===== config.mk =====
export PLATFORM = sky130hd
export DESIGN_NAME = fps_top
export DESIGN_NICKNAME = d
export VERILOG_FILES = /design/src/hdl/fps_pkg.sv /design/src/hdl/fps_norm.sv /design/src/hdl/fps_regs.sv /design/src/hdl/fps_top.sv
export SDC_FILE = /design/constraint.sdc
export NUM_CORES = 1
export LEC_CHECK = 0
export BUFFER_PORTS_ARGS = -buffer_cell sky130_fd_sc_hd__buf_4
export CAP_MARGIN = 0
export CELL_PAD_IN_SITES_DETAIL_PLACEMENT = 1
export CELL_PAD_IN_SITES_GLOBAL_PLACEMENT = 1
export CORE_ASPECT_RATIO = 0.9
export CORE_UTILIZATION = 38
export CTS_CLUSTER_DIAMETER = 60
export DETAILED_ROUTE_END_ITERATION = 8
export GPL_ROUTABILITY_DRIVEN = 0
export PLACE_DENSITY_LB_ADDON = 0.08
export SYNTH_ARGS = -nofsm -noshare
export SYNTH_HDL_FRONTEND = slang
export SYNTH_SLANG_ARGS = --single-unit

===== constraint.sdc =====
create_clock -name i_core_clk -period 1.7 [get_ports i_core_clk]
set_input_delay 0 -clock i_core_clk [delete_from_list [all_inputs] [get_ports i_core_clk]]
set_output_delay 0 -clock i_core_clk [all_outputs]
set_load 0.01 [all_outputs]

===== src/hdl/fps_pkg.sv =====
// Shared types and constants for the bistable primitive set.
// How it works
// (RULE_01) Set when set-side output true, else clear.
// (RULE_02) Each primitive holds state until switched.
// (RULE_03) Unclocked set/reset: two set, two clear, ORed.
// (RULE_04) Any input may be inverted: false acts.
// (RULE_05) State stays after the set/clear pulse ends.
// (RULE_06) Stimulus matching current state changes nothing.
// (RULE_07) Set and clear together: both outputs true.
// (RULE_08) Driver avoids set and clear together.
// (RULE_09) Clock edge: set input sets, clear clears.
// (RULE_10) Both inputs false at edge: state kept.
// (RULE_11) Driver never gives both at the edge.
// (RULE_12) Inverted clock: falling edge is active.
// (RULE_13) Direct set/clear are levels, clock independent.
// (RULE_14) Toggle inverts on each input rise.
// (RULE_15) Inverted toggle input: acts on falling edge.
// (RULE_16) Unclocked J-K: first arrival wins, later ignored.
// (RULE_17) Clocked J-K, both true: toggles each edge.
// (RULE_18) Clocked J-K, one true: acts as set/reset.
// (RULE_19) Two-stage J-K output stage updates on edge.
// (RULE_20) Latch: data drives set, inverse drives clear.
// (RULE_21) Latch follows data while clock true, freezes.
// (RULE_22) Inverted latch clock: transparent while false.
// (RULE_23) Delay primitive samples data only at edge.
// (RULE_24) Complement output is inverse of true output.
package fps_pkg;

  localparam int ADDR_W = 8;
  localparam int DATA_W = 32;

  localparam logic [ADDR_W-1:0] OFS_POLARITY = 8'h00;
  localparam logic [ADDR_W-1:0] OFS_STATUS   = 8'h04;
  localparam logic [ADDR_W-1:0] OFS_LEVELS   = 8'h08;

  // One bit per primitive input; the same layout serves as the polarity mask.
  typedef struct packed {
    logic rs_set_a;
    logic rs_set_c;
    logic rs_clr_b;
    logic rs_clr_d;
    logic crs_set;
    logic crs_clr;
    logic crs_clk;
    logic dir_set;
    logic dir_clr;
    logic tog_in;
    logic jk_set;
    logic jk_clr;
    logic cjk_set;
    logic cjk_clr;
    logic cjk_clk;
    logic lat_data;
    logic lat_clk;
    logic dly_data;
    logic dly_clk;
  } fps_stim_t;

  localparam int STIM_W = $bits(fps_stim_t);
  localparam fps_stim_t POLARITY_RESET = fps_stim_t'(19'h0_0000);

  typedef struct packed {
    logic set_side;
    logic clr_side;
  } fps_pair_t;

  typedef struct packed {
    fps_pair_t rs;
    fps_pair_t crs;
    fps_pair_t tog;
    fps_pair_t jk;
    fps_pair_t cjk;
    fps_pair_t lat;
    fps_pair_t dly;
  } fps_out_t;

  localparam int OUT_W = $bits(fps_out_t);
  localparam fps_out_t OUT_RESET = fps_out_t'(14'h1555);

  typedef struct packed {
    logic              wr;
    logic              rd;
    logic [ADDR_W-1:0] addr;
    logic [DATA_W-1:0] wdata;
  } fps_bus_req_t;

  // Builds a complementary output pair from a stored state.
  function automatic fps_pair_t fps_pair(input logic q);
    fps_pair_t p;
    p.set_side = q;
    p.clr_side = ~q;
    return p;
  endfunction

endpackage


===== src/hdl/fps_norm.sv =====
// Input polarity handling and active-edge detection for all primitive inputs.
`timescale 1ns/1ps
`default_nettype none
module fps_norm (
  // Clock and reset
  input  wire logic              i_core_clk,
  input  wire logic              i_reset,
  // Raw inputs and polarity mask
  input  wire fps_pkg::fps_stim_t i_stim,
  input  wire fps_pkg::fps_stim_t i_polarity,
  // Normalised levels and active-edge pulses
  output var  fps_pkg::fps_stim_t o_level,
  output var  fps_pkg::fps_stim_t o_rise
);

  typedef struct packed {
    fps_pkg::fps_stim_t prev;
  } fps_norm_state_t;

  fps_norm_state_t st;
  fps_norm_state_t next_st;

  // Changing a polarity bit can fake one active edge; software should
  // reconfigure only while the primitives are idle.
  always_comb begin
    o_level      = i_stim ^ i_polarity; // RULE_04
    o_rise       = o_level & ~st.prev; // RULE_12
    next_st.prev = o_level;
  end

  always_ff @(posedge i_core_clk or posedge i_reset) begin
    if (i_reset) begin
      st <= '0;
    end else begin
      st <= next_st;
    end
  end

endmodule // fps_norm
`default_nettype wire


===== src/hdl/fps_regs.sv =====
// Register port: polarity configuration, output status and input levels.
`timescale 1ns/1ps
`default_nettype none
module fps_regs (
  // Clock and reset
  input  wire logic                        i_core_clk,
  input  wire logic                        i_reset,
  // Register port
  input  wire fps_pkg::fps_bus_req_t       i_bus,
  output logic      [fps_pkg::DATA_W-1:0]  o_rd_data,
  // Block side
  input  wire fps_pkg::fps_out_t           i_status,
  input  wire fps_pkg::fps_stim_t          i_level,
  output var  fps_pkg::fps_stim_t          o_polarity
);

  typedef struct packed {
    fps_pkg::fps_stim_t          polarity;
    logic [fps_pkg::DATA_W-1:0]  rd_data;
  } fps_regs_state_t;

  fps_regs_state_t st;
  fps_regs_state_t next_st;

  always_comb begin
    next_st         = st;
    next_st.rd_data = '0;
    if (i_bus.wr && i_bus.addr == fps_pkg::OFS_POLARITY) begin
      next_st.polarity = i_bus.wdata[fps_pkg::STIM_W-1:0];
    end
    if (i_bus.rd) begin
      case (i_bus.addr)
        fps_pkg::OFS_POLARITY: next_st.rd_data = fps_pkg::DATA_W'(st.polarity);
        fps_pkg::OFS_STATUS:   next_st.rd_data = fps_pkg::DATA_W'(i_status);
        fps_pkg::OFS_LEVELS:   next_st.rd_data = fps_pkg::DATA_W'(i_level);
        default:               next_st.rd_data = '0;
      endcase
    end
    o_rd_data  = st.rd_data;
    o_polarity = st.polarity;
  end

  always_ff @(posedge i_core_clk or posedge i_reset) begin
    if (i_reset) begin
      st.polarity <= fps_pkg::POLARITY_RESET;
      st.rd_data  <= '0;
    end else begin
      st <= next_st;
    end
  end

endmodule // fps_regs
`default_nettype wire


===== src/hdl/fps_top.sv =====
// Seven bistable primitives modelled on the core clock, with a register port.
`timescale 1ns/1ps
`default_nettype none
module fps_top (
  // Clock and reset
  input  wire logic                        i_core_clk,
  input  wire logic                        i_reset,
  // Register port
  input  wire fps_pkg::fps_bus_req_t       i_bus,
  output logic      [fps_pkg::DATA_W-1:0]  o_rd_data,
  // Primitive inputs
  input  wire fps_pkg::fps_stim_t          i_stim,
  // Primitive outputs
  output var  fps_pkg::fps_out_t           o_bistable_marker
);

  typedef struct packed {
    fps_pkg::fps_out_t out;
    logic              cjk_master;
  } fps_top_state_t;

  fps_top_state_t     st;
  fps_top_state_t     next_st;
  fps_pkg::fps_stim_t polarity;
  fps_pkg::fps_stim_t lvl;
  fps_pkg::fps_stim_t rise;

  fps_norm u_norm (
    .i_core_clk (i_core_clk),
    .i_reset    (i_reset),
    .i_stim     (i_stim),
    .i_polarity (polarity),
    .o_level    (lvl),
    .o_rise     (rise)
  );

  fps_regs u_regs (
    .i_core_clk (i_core_clk),
    .i_reset    (i_reset),
    .i_bus      (i_bus),
    .o_rd_data  (o_rd_data),
    .i_status   (st.out),
    .i_level    (lvl),
    .o_polarity (polarity)
  );

  always_comb begin
    logic rs_s;
    logic rs_c;
    logic q_rs;
    logic q_crs;
    logic q_tog;
    logic q_jk;
    logic q_cjk;
    logic q_lat;
    logic q_dly;
    logic direct;
    rs_s    = lvl.rs_set_a | lvl.rs_set_c; // RULE_03
    rs_c    = lvl.rs_clr_b | lvl.rs_clr_d; // RULE_03
    next_st = st;
    q_rs    = st.out.rs.set_side; // RULE_01
    q_crs   = st.out.crs.set_side;
    q_tog   = st.out.tog.set_side;
    q_jk    = st.out.jk.set_side;
    q_cjk   = st.out.cjk.set_side;
    q_lat   = st.out.lat.set_side;
    q_dly   = st.out.dly.set_side;
    direct  = lvl.dir_set | lvl.dir_clr;

    // Unclocked set/reset. During overlap both outputs are true and the state reads as set, so the input
    // still active after the other drops decides the outcome.
    if (rs_s && !rs_c) begin
      q_rs = 1'b1; // RULE_05
    end else if (rs_c && !rs_s) begin
      q_rs = 1'b0; // RULE_06
    end

    // Unclocked J-K reacts to arrivals only; a request arriving while the
    // other is already held is ignored, and a tie leaves the state alone.
    if (rise.jk_set && !lvl.jk_clr && !rise.jk_clr) begin
      q_jk = 1'b1; // RULE_16
    end else if (rise.jk_clr && !lvl.jk_set && !rise.jk_set) begin
      q_jk = 1'b0; // RULE_16
    end

    // Direct inputs are level driven and override the clock; set wins a tie.
    if (direct) begin
      q_crs          = lvl.dir_set; // RULE_13
      q_tog          = lvl.dir_set;
      q_cjk          = lvl.dir_set;
      q_dly          = lvl.dir_set;
      next_st.cjk_master = lvl.dir_set;
    end else begin
      if (rise.crs_clk) begin // RULE_09
        if (lvl.crs_set && !lvl.crs_clr) begin
          q_crs = 1'b1; // RULE_09
        end else if (lvl.crs_clr && !lvl.crs_set) begin
          q_crs = 1'b0; // RULE_09
        end
        // Neither or both (the latter forbidden to the driver) hold state.
      end // RULE_10 RULE_11
      if (rise.tog_in) begin
        q_tog = ~q_tog; // RULE_14 RULE_15
      end
      // First stage tracks J-K inputs while the clock is inactive; the output
      // stage takes it over at the active edge.
      if (!lvl.cjk_clk) begin
        case ({lvl.cjk_set, lvl.cjk_clr})
          2'h3:    next_st.cjk_master = ~q_cjk; // RULE_17
          2'h2:    next_st.cjk_master = 1'b1; // RULE_18
          2'h1:    next_st.cjk_master = 1'b0; // RULE_18
          default: next_st.cjk_master = q_cjk;
        endcase
      end
      if (rise.cjk_clk) begin
        q_cjk = st.cjk_master; // RULE_19
      end
      if (rise.dly_clk) begin
        q_dly = lvl.dly_data; // RULE_23
      end
    end

    // Latch: transparent while its normalised clock is active.
    if (lvl.lat_clk) begin
      q_lat = lvl.lat_data; // RULE_20 RULE_21 RULE_22
    end

    // Outputs stay complementary except for the unclocked overlap case.
    next_st.out.rs  = (rs_s && rs_c) ? fps_pkg::fps_pair_t'(2'h3) : fps_pkg::fps_pair(q_rs); // RULE_07
    next_st.out.crs = fps_pkg::fps_pair(q_crs); // RULE_24
    next_st.out.tog = fps_pkg::fps_pair(q_tog);
    next_st.out.jk  = fps_pkg::fps_pair(q_jk);
    next_st.out.cjk = fps_pkg::fps_pair(q_cjk);
    next_st.out.lat = fps_pkg::fps_pair(q_lat);
    next_st.out.dly = fps_pkg::fps_pair(q_dly);
  end

  always_ff @(posedge i_core_clk or posedge i_reset) begin
    if (i_reset) begin
      st.out        <= fps_pkg::OUT_RESET;
      st.cjk_master <= 1'b0;
    end else begin
      st <= next_st; // RULE_02
    end
  end

  assign o_bistable_marker = st.out;

endmodule // fps_top
`default_nettype wire


### Word-level counts from Yosys, hierarchy flattened

Index checks and enable logic that the tools add are counted.

* register bits after elaboration: 79
* bits of input ports: 63
* output and inout port bits: 46
* logic and storage cells: 109

* eq/ne operators: 6
* multiplexer cells: 21
* bitwise operators: 15
* reduce and logical (&&, ||, !) cells: 19

Operators with widths (count)
* 19-bit case mux with 3 select lines: 1
* 32-bit 2-to-1 mux: 1
* 19-bit XOR: 1
* 1-bit 2-to-1 mux: 17
* 13-bit AND: 1
* 13-bit NOT: 1
* 1-bit logical AND: 10
* 1-bit NOT: 9
* 8-bit by 3-bit equality test with 1-bit output (second input constant): 1
* 8-bit by 4-bit equality test with 1-bit output (second input constant): 1
* 1-bit zero test: 8
* 8-bit zero test: 1
* 2-bit equality test (second input constant): 2
* 1-bit OR: 3
* 1-bit case mux with 3 select lines: 1
* 2-bit by 1-bit equality test with 1-bit output (second input constant): 1
* 2-bit 2-to-1 mux: 1
* 2-bit by 1-bit != test with 1-bit output (second input constant): 1

### Depth between registers and ports, before layout

Gate-level depths: netlist (run 1).

* word-level depth: 8
* gate-level depth with buffers: 6
* depth with buffers taken out: 4

### Cells and area by module

A second synthesis (run 1) with hierarchy kept.

* cells, all modules: 272
* area, all modules: 3349.5 µm²

By module, submodules not included
* fps_regs: instances 1, cells an instance 152, area each 1835.5 µm², sequential area each 950.9 µm²
* fps_norm: instances 1, cells an instance 58, area each 812.0 µm², sequential area each 475.5 µm²
* fps_top: instances 1, cells an instance 62, area each 701.9 µm², sequential area each 384.1 µm²

### Least setup slack after synthesis (run 1)

OpenSTA, ideal clock, no wires.

* path kind: input to register
* start point: input port i_bus[37] (netlist name)
* end point: register u_regs.o_polarity[0] (netlist name)
* arrival time: 1.347 ns
* data required time: 1.575 ns
* path slack: 0.228 ns
* cell stages on the path: 5
* path through: or4_4 -> nor3_4 -> nand3_4 -> buf_6 -> mux2_4

* longest elaborated chain between the ends: 2

RTL lines
* start, declared: line fps_top.sv:9 `input wire fps_pkg::fps_bus_req_t i_bus,`
* 8-bit zero test: line fps_regs.sv:28 `if (i_bus.wr && i_bus.addr == fps_pkg::OFS_POLARITY) begin`
* 1-bit logical AND: line fps_regs.sv:28

Every way passes these cells.
A chain may end at the register's enable or synchronous reset.

==> summary.md, run 1 <==
| Metric | Value |
|---|---|
| Row cnt | `30` |
| Final Hold Viols | `0` |
| Critical path arrival | `1.69 ns` |
| Initial DRT Pass Iterations | `4` |
| Synthesis-stage register bit count | `59` |
| Later-pin clock latency in the skew report | `0.34 ns` |
| Seq pwr share | `47.2%` |
| Status | `completed` |
| Rel. slew slack | `62.3%` |
| Die Ht | `87.1 um` |
| Initial Util | `40.0%` |
| TritonCTS clock tree | `built` |
| Gate Count Post-Synth | `284` |
| Worst Hold Launch | `i_stim[16]` |
| Ranking of synthesized cells by area | `dfrtp_1 (43%), buf_4 (6.6%), dfstp_2 (6.0%), mux2i_1 (5.9%), mux2_4 (4.9%)` |
| Max cap viols | `0` |
| Die area | `8420 um2` |
| Vias per std cell | `4.79` |
| R2R Setup Slk | `0.23 ns` |
| Most frequent cells in the layout | `buf_4 (86), dfrtp_1 (52), nor2_1 (40)` |
| Synth unique cells | `30` |
| TNS Setup | `0 ns` |
| Max clock buf depth | `2` |
| Final #Nets | `448` |
| M1 GR Usage | `23.5%` |
| Area Overhead vs Synth | `34.5%` |
| Critical R2R Launch | `u_regs.o_polarity[18]` |
| Worst R2R Path Depth | `4` |
| Delay of the slowest cell on the worst path | `0.57 ns` |
| GR peak layer | `met2` |
| Drt total wl | `7410 um` |
| Vias in the first global route | `2455` |
| Cell-internal power | `2.42 mW` |
| Cts bufs inserted | `9` |
| Worst path buffer plus inverter count | `1` |
| Setup Skew | `0.00687 ns` |
| DRC | `0` |
| Post-CTS resize count | `0` |
| Ant. Diodes | `0` |
| Detailed Place HPWL | `5060 um` |
| Comb pwr share | `16.5%` |
| Max Fanout on Critical Path | `3` |
| Setup ws final | `0.235 ns` |
| Cell family with most CP delay | `buffers and inverters` |
| Area of the multi-input gates | `1350 um2` |
| Chip width | `96.6 um` |
| Crit path cell chain | `xnor2_1, nand2_1, dlygate4sd3_1, a21o_1` |
| Reg clk slew, reported paths | `0.06 ns` |
| GR met3 Demand/Resource | `4.80%` |
| Core area | `7660 um2` |
| Average wire per standard cell | `15.2 um` |
| Critical Path RT | `1.93 ns` |
| Clock power frac | `36.3%` |
| Hold Path Depth | `4` |
| Pleak | `2.03 nW` |
| Yosys Warn Count | `0` |
| Worst Max-Slew Pin Slew | `0.563 ns` |
| Vias | `2329` |
| CP startpoint kind | `flop` |
| Global Route met2 Usage | `33.4%` |
| Sequential standard cell area | `1490 um2` |
| Root buf cell | `clkbuf_8` |
| GRT overflow | `0` |
| Setup Viol. Count Final | `0` |
| HP Class | `in2reg` |
| Switching pwr | `0.839 mW` |
| Synthesized cell area | `3060 um2` |
| Peak supply drop | `515 uV` |
| Port-buffer cells | `82` |
| Endpoint, Worst Hold | `u_regs.o_rd_data[16]` |
| Switching part of the total | `25.7%` |
| Post-Place Worst Slack | `0.0665 ns` |
| Post-layout minimum cycle time | `1.47 ns` |
| Crit-path slowest cell | `dlygate4sd3_1` |
| I/O Pins | `109` |
| Post-Syn Area per Cell | `10.8 um2` |
| Tot GR Track Use | `19.5%` |
| H-tree Lvls | `3` |
| Reg-to-Reg End | `o_bistable_marker[13]` |
| RSZ-0062 raised after global routing | `no` |
| Slew Limit Fails | `0` |
| Critical Path Sink Type | `flop` |
| Share of the synthesized area in the top cell type | `42.5%` |
| Largest net degree at the start of global routing | `29` |
| Initial antenna violation count | `0` |
| PD cells | `792 nW/um2` |
| Tcrit/Tclk final | `86.2%` |
| Filler Cell Count | `860` |
| CP Class | `reg2reg` |
| Post-layout util | `53.8%` |
| Clk sink count | `59` |
| Post-DRT Antenna Nets | `0` |
| First-pass GRT wire length | `12000 um` |
| Post-synthesis sequential area ratio | `48.5%` |
| Fmax | `682 MHz` |
| Commonest non-fill, non-tap cell in the layout | `buf_4` |
| Layout cells sized above 1 | `35.4%` |
| Yosys top cell by area | `dfrtp_1` |
| DR iter-0 viols | `46` |
==> final cells by class <==
| type | instances | area share [%] |
|---|---|---|
| repair buffers | 115 | 23.2 |
| inverters | 5 | 0.456 |
| well taps | 96 | 2.92 |
| clock buffers | 14 | 4.19 |
| clock inverters | 2 | 0.243 |
| flip-flops and latches | 59 | 36.1 |
| multi-input cells | 195 | 32.9 |
==> kinds of logic (layout without fill, tap and decap cells) <==
kind of cell           Yosys count  in the layout  synth area share, %
multiplexers                    38             38                 14.5
flip-flops                      59             59                 48.5
XOR/XNOR                        19             19                 5.44
AND/OR/NAND/NOR                 89             89                 15.5
buffers and inverters           42            136                 8.71
AO/OA/AOI/OAI                   36             36                 7.28
other                            1             13                0.123
==> synthesized netlist by cell type (all sizes together) <==
master / n
clkbuf: 7
a21oi: 14
mux2: 20
xor2: 14
o22a: 6
nor2: 40
nand2b: 10
a41oi: 1
buf: 30
dfrtp: 52
nor3: 1
or4: 1
nor2b: 13
mux2i: 18
a31oi: 1
dfstp: 7
xnor2: 5
or2: 5
nand3b: 9
o21ai: 8
conb: 1
a21o: 1
nand2: 8
nand3: 2
o21a: 5
inv: 5
==> registers in the layout, indices dropped and copies added, names as in the netlist <==
signal,count
u_regs.o_polarity,19
u_regs.o_rd_data,19
o_bistable_marker,14
u_norm.st,6
st,1
==> power groups by stage <==
| stage | Combinational (mW) | Sequential [mW] | Clock [mW] |
|---|---|---|---|
| 2_1_floorplan | 0.343 | 1.55 | 0 |
| 3_3_place_gp | 0.478 | 1.56 | 0 |
| 3_5_place_dp | 0.492 | 1.56 | 0 |
| 4_1_cts | 0.546 | 1.54 | 1.23 |
| 5_1_grt | 0.594 | 1.55 | 1.29 |
| 6_report | 0.539 | 1.54 | 1.18 |
==> stage by stage <==
step | total power [mW] | cells | cell area [um2] | hold slack [ns]
5_1_grt | 3.43 | 486 | 4120 | 0.0324
3_5_place_dp | 2.06 | 443 | 3660 | 0.0359
4_1_cts | 3.31 | 486 | 4120 | 0.00151
6_report | 3.26 | 486 | 4120 | 0.0183
3_3_place_gp | 2.04 | 443 | 3660 | 0.0280
2_1_floorplan | 1.89 | 296 | 3110 | 0.107
==> worst min-delay path: cells and delay by family <==
family	cells	cell delay [ns]
buffers and inverters	1	0.09
xor gates and xnor gates	1	0.12
and+or+nand+nor	2	0.11
==> worst max path at each step <==
stage                          startpoint                     to  slack (ns)  depth (start not counted)
floorplan                       i_bus[37]   u_regs.o_polarity[0]        0.23                          5
global placement                i_bus[37]  u_regs.o_polarity[16]        0.10                          6
detailed placement              i_bus[37]  u_regs.o_polarity[16]        0.07                          6
CTS                 u_regs.o_polarity[17]  o_bistable_marker[13]        0.23                          4
global route        u_regs.o_polarity[17]  o_bistable_marker[13]        0.16                          4
finish              u_regs.o_polarity[18]  o_bistable_marker[13]        0.23                          4
==> routing by layer <==
layer | vias to the layer above | share of wire [%]
met5 | - | 0
met4 | 0 | 1.7
met3 | 11 | 4.2
met2 | 57 | 51
met1 | 1149 | 43
li1 | 1112 | -
==> repair_timing <==
action                    in CTS  in global routing
hold buffers                  27                  0
setup buffers                  0                  0
hold endpoints to repair      42                  0
No activity file was read; power rests on OpenSTA's default activity.
==> run 2, diff against run 1 <==
--- a/config.mk
+++ b/config.mk
@@ -10,7 +10,8 @@
 export CELL_PAD_IN_SITES_DETAIL_PLACEMENT = 1
 export CELL_PAD_IN_SITES_GLOBAL_PLACEMENT = 1
 export CORE_ASPECT_RATIO = 0.9
-export CORE_UTILIZATION = 38
+export CORE_MARGIN = 2
+export CORE_UTILIZATION = 41
 export CTS_CLUSTER_DIAMETER = 60
 export DETAILED_ROUTE_END_ITERATION = 8
 export GPL_ROUTABILITY_DRIVEN = 0
==> constraint.sdc (replaced) <==
create_clock -name i_core_clk -period 1.8 [get_ports i_core_clk]
set_input_delay 0 -clock i_core_clk [delete_from_list [all_inputs] [get_ports i_core_clk]]
set_output_delay 0 -clock i_core_clk [all_outputs]
set_load 0.01 [all_outputs]
==> summary.md, run 2 (synthesis gave the netlist of run 1 again) <==
| Metric | Value |
|---|---|
| Port-buffer cells | `82` |
| Peak supply drop | `370 uV` |
| Post-DRT Antenna Nets | `0` |
| Initial Util | `42.8%` |
| Area Overhead vs Synth | `34.3%` |
| Crit path cell chain | `xnor2_1, nand2_1, dlygate4sd3_1, o21ai_0` |
| Core area | `7150 um2` |
| Most frequent cells in the layout | `buf_4 (87), dfrtp_1 (52), nor2_1 (40)` |
| Chip width | `95.1 um` |
| Hold Worst Slack | `0.0262 ns` |
| Pleak | `2.03 nW` |
| Switching pwr | `0.775 mW` |
| Worst path buffer plus inverter count | `1` |
| Critical Path RT | `2.05 ns` |
| Average wire per standard cell | `15.4 um` |
| Final Hold Viols | `0` |
| Filler Cell Count | `772` |
| Hold Path Depth | `4` |
| Rel. slew slack | `66.7%` |
| Cell family with most CP delay | `buffers and inverters` |
| Slew Limit Fails | `0` |
| Vias in the first global route | `2481` |
| First-pass GRT wire length | `12000 um` |
| Root buf cell | `clkbuf_8` |
| Sequential standard cell area | `1490 um2` |
| Setup Skew | `0.00609 ns` |
| Ant. Diodes | `0` |
| Cts bufs inserted | `9` |
| Tcrit/Tclk final | `87.7%` |
| Delay of the slowest cell on the worst path | `0.59 ns` |
| Initial DRT Pass Iterations | `5` |
| Tot GR Track Use | `19.5%` |
| Commonest non-fill, non-tap cell in the layout | `buf_4` |
| R2R Setup Slk | `0.22 ns` |
| Status | `completed` |
| Clk sink count | `59` |
| Setup Viol. Count Final | `0` |
| Critical R2R Launch | `u_regs.o_polarity[17]` |
| Fmax | `633 MHz` |
| HP Class | `in2reg` |
| H-tree Lvls | `3` |
| Die Ht | `86.0 um` |
| Switching part of the total | `24.5%` |
| Largest net degree at the start of global routing | `60` |
| Die area | `8170 um2` |
| Vias per std cell | `4.82` |
| GRT overflow | `0` |
| Post-layout minimum cycle time | `1.58 ns` |
| Detailed Place HPWL | `4880 um` |
| TNS Setup | `0 ns` |
| Worst Max-Slew Pin Slew | `0.498 ns` |
| Cell-internal power | `2.38 mW` |
| I/O Pins | `109` |
| Row cnt | `29` |
| Final #Nets | `448` |
| Max cap viols | `0` |
| CP startpoint kind | `flop` |
| Worst Hold Launch | `i_stim[15]` |
| Crit-path slowest cell | `dlygate4sd3_1` |
| Endpoint, Worst Hold | `u_regs.o_rd_data[15]` |
| Critical Path Sink Type | `flop` |
| Reg-to-Reg End | `o_bistable_marker[12]` |
| Initial antenna violation count | `0` |
| Layout cells sized above 1 | `35.2%` |
| Comb pwr share | `16.1%` |
| Area of the multi-input gates | `1350 um2` |
| CP Class | `reg2reg` |
| Clock power frac | `37.9%` |
| Max clock buf depth | `2` |
| Vias | `2325` |
| Reg clk slew, reported paths | `0.06 ns` |
| PD cells | `768 nW/um2` |
| Seq pwr share | `46.0%` |
| Post-CTS resize count | `0` |
| Later-pin clock latency in the skew report | `0.33 ns` |
| DRC | `0` |
| Worst R2R Path Depth | `4` |
| Critical path arrival | `1.83 ns` |
| Postcts setup bufs | `0` |
| Drt total wl | `7430 um` |
| RSZ-0062 raised after global routing | `no` |
| TritonCTS clock tree | `built` |
| DR iter-0 viols | `39` |
| Max Fanout on Critical Path | `3` |
run 2: worst max path at each step:
stage | to | startpoint | cells past startpoint
floorplan | u_regs.o_polarity[0] | i_bus[37] | 5
global placement | u_regs.o_polarity[18] | i_bus[37] | 6
detailed placement | u_regs.o_polarity[15] | i_bus[37] | 6
CTS | o_bistable_marker[13] | u_regs.o_polarity[17] | 4
global route | o_bistable_marker[12] | u_regs.o_polarity[17] | 4
finish | o_bistable_marker[12] | u_regs.o_polarity[17] | 4
run 2: metal layers:
| layer | track usage, % | up-vias | wire, um |
|---|---|---|---|
| met3 | 6.33 | 9 | 340 |
| li1 | - | 1102 | - |
| met4 | 5.27 | 0 | 87 |
| met2 | 34.0 | 64 | 3740 |
| met5 | 0 | - | 0 |
| met1 | 23.0 | 1150 | 3260 |
run 2: cell type report:
| cell class | count | area share, % |
|---|---|---|
| clock buffer | 13 | 3.86 |
| clock inverter | 2 | 0.852 |
| inverter | 5 | 0.456 |
| multi-input combinational | 195 | 32.9 |
| sequential | 59 | 36.1 |
| tap | 93 | 2.83 |
| timing repair buffer | 115 | 22.9 |
run 2: worst reg2reg max path, cell delays in order (launching register included):
cell,delay (ns)
dfrtp_1,0.43
xnor2_1,0.22
nand2_1,0.06
dlygate4sd3_1,0.59
o21ai_0,0.19
run 2: power groups by stage:
stage / logic, mW / registers (mW) / clock network [mW]
floorplan: 0.324 / 1.46 / 0
global placement: 0.448 / 1.47 / 0
detailed placement: 0.462 / 1.48 / 0
CTS: 0.512 / 1.45 / 1.23
global route: 0.562 / 1.46 / 1.30
finish: 0.508 / 1.45 / 1.20
run 2: repair_timing:
item	4_1_cts	5_1_grt
hold buffers	27	0
endpoints found under the hold margin	78	0
endpoints found under the setup margin	0	0
run 2: metrics by stage:
stage          area [um2]  total power [mW]  utilization (%)  instances  worst slack (ns)
3_3_place_gp         3650              1.92             51.0        440             0.188
2_1_floorplan        3110              1.78                -        296             0.328
5_1_grt              4110              3.32             57.5        482             0.154
3_5_place_dp         3650              1.94             51.0        440             0.161
6_report             4110              3.16             57.5        482             0.221
4_1_cts              4110              3.20             57.5        482             0.293
==> run 3, diff against run 2 <==
--- a/config.mk
+++ b/config.mk
@@ -16,6 +16,7 @@
 export DETAILED_ROUTE_END_ITERATION = 8
 export GPL_ROUTABILITY_DRIVEN = 0
 export PLACE_DENSITY_LB_ADDON = 0.08
+export SETUP_SLACK_MARGIN = 0.3
 export SYNTH_ARGS = -nofsm -noshare
 export SYNTH_HDL_FRONTEND = slang
 export SYNTH_SLANG_ARGS = --single-unit
==> summary.md, run 3 (synthesis gave the netlist of run 1 again) <==
| Metric | Value |
|---|---|
| Row cnt | `29` |
| Core area | `7150 um2` |
| Tot GR Track Use | `19.3%` |
| Post-layout minimum cycle time | `1.49 ns` |
| Clk sink count | `59` |
| DR iter-0 viols | `44` |
| First-pass GRT wire length | `11900 um` |
| Placed Instances | `440` |
| DRC | `0` |
| Detailed Place HPWL | `4880 um` |
| PD cells | `763 nW/um2` |
| Cell-internal power | `2.39 mW` |
| Most frequent cells in the layout | `buf_4 (90), dfrtp_1 (52), nor2_1 (40)` |
| Slew Limit Fails | `0` |
| Die area | `8170 um2` |
| Comb pwr share | `16.3%` |
| Commonest non-fill, non-tap cell in the layout | `buf_4` |
| Setup Skew | `0.00639 ns` |
| Max Fanout on Critical Path | `3` |
| Worst R2R Path Depth | `4` |
| CP startpoint kind | `flop` |
| Drt total wl | `7450 um` |
| Reg-to-Reg End | `o_bistable_marker[12]` |
| Largest net degree at the start of global routing | `60` |
| Final Hold Viols | `0` |
| Max cap viols | `0` |
| Final #Nets | `452` |
| Vias per std cell | `4.79` |
| Endpoint, Worst Hold | `u_regs.o_rd_data[15]` |
| TNS Setup | `0 ns` |
| Clock power frac | `37.8%` |
| Peak supply drop | `377 uV` |
| Critical R2R Launch | `u_regs.o_polarity[16]` |
| Pleak | `2.05 nW` |
| Status | `completed` |
| Seq pwr share | `45.9%` |
| R2R Setup Slk | `0.31 ns` |
| CP Class | `reg2reg` |
| Reg clk slew, reported paths | `0.06 ns` |
| Post-layout util | `58.1%` |
| Port-buffer cells | `82` |
| Initial antenna violation count | `0` |
| I/O Pins | `109` |
| Ant. Diodes | `0` |
| Setup Viol. Count Final | `0` |
| H-tree Lvls | `3` |
| Later-pin clock latency in the skew report | `0.33 ns` |
| Area Overhead vs Synth | `35.6%` |
| Tcrit/Tclk final | `82.5%` |
| Worst Max-Slew Pin Slew | `0.496 ns` |
| Critical path arrival | `1.75 ns` |
| Vias in the first global route | `2482` |
| Critical Path Sink Type | `flop` |
| Layout cells sized above 1 | `35.9%` |
| Cts bufs inserted | `9` |
| Root buf cell | `clkbuf_8` |
| Critical Path RT | `2.06 ns` |
| Chip width | `95.1 um` |
| Fmax | `673 MHz` |
| TritonCTS clock tree | `built` |
| Setup ws final | `0.314 ns` |
| Post-Place Worst Slack | `0.161 ns` |
| Hold Worst Slack | `0.0266 ns` |
| RSZ-0062 raised after global routing | `yes` |
| Worst Hold Launch | `i_stim[15]` |
| Switching pwr | `0.776 mW` |
| Initial DRT Pass Iterations | `5` |
| Average wire per standard cell | `15.3 um` |
| Die Ht | `86.0 um` |
| Max clock buf depth | `2` |
| Finished Layout Cells | `486` |
| Rel. slew slack | `66.8%` |
| Post-DRT Antenna Nets | `0` |
| Switching part of the total | `24.5%` |
| Initial Util | `42.8%` |
| HP Class | `in2reg` |
| GRT overflow | `0` |
| Vias | `2326` |
| Hold Path Depth | `4` |
## run 3: worst max path at each step
stage                     depth (start not counted)               endpoint  slack, ns                  start
after global placement                            6  u_regs.o_polarity[18]       0.19              i_bus[37]
after detailed placement                          6  u_regs.o_polarity[15]       0.16              i_bus[37]
after floorplan                                   5   u_regs.o_polarity[0]       0.33              i_bus[37]
final                                             4  o_bistable_marker[12]       0.31  u_regs.o_polarity[16]
after global routing                              4  o_bistable_marker[12]       0.26  u_regs.o_polarity[18]
after CTS                                         4  o_bistable_marker[12]       0.32  u_regs.o_polarity[15]
## run 3: worst max-delay path, stage by stage, from the launching register on
cell and delay [ns]:
dfrtp_1 0.41, xor2_1 0.17, nor2_1 0.17, o21ai_0 0.11, dlygate4sd3_1 0.56
## run 3: what timing repair did
action	in CTS	in global routing
buffers inserted	0	3
hold buffers	28	0
gates resized for setup	0	1
hold endpoints to repair	78	0
setup endpoints to repair	0	2
## run 3: cell type report
| class | count | area [um2] |
|---|---|---|
| Inverter | 5 | 18.8 |
| Clock buffer | 13 | 159 |
| Tap cell | 93 | 116 |
| Sequential cell | 59 | 1490 |
| Timing Repair Buffer | 119 | 976 |
| Fill cell | 770 | 3000 |
| Clock inverter | 2 | 35.0 |
| Multi-Input combinational cell | 195 | 1360 |
## run 3: power groups by stage
stage	clock [mW]	sequential (mW)	combinational (mW)
after floorplan	0	1.46	0.324
after global placement	0	1.47	0.448
after detailed placement	0	1.48	0.462
after CTS	1.23	1.45	0.514
after global routing	1.30	1.46	0.572
final	1.20	1.45	0.517
## run 3: metal layers
layer  wire length, um  vias to the layer above  global-route usage (%)
li1                  -                     1110                       -
met1              3250                     1145                    22.9
met2              3770                       63                    33.4
met3               348                        8                    6.33
met4                84                        0                    5.27
met5                 0                        -                       0
## run 3: per-stage QoR
stage / cell area (um2) / total power [mW]
2_1_floorplan: 3110 / 1.78
3_3_place_gp: 3650 / 1.92
3_5_place_dp: 3650 / 1.94
4_1_cts: 4120 / 3.20
5_1_grt: 4150 / 3.34
6_report: 4150 / 3.17
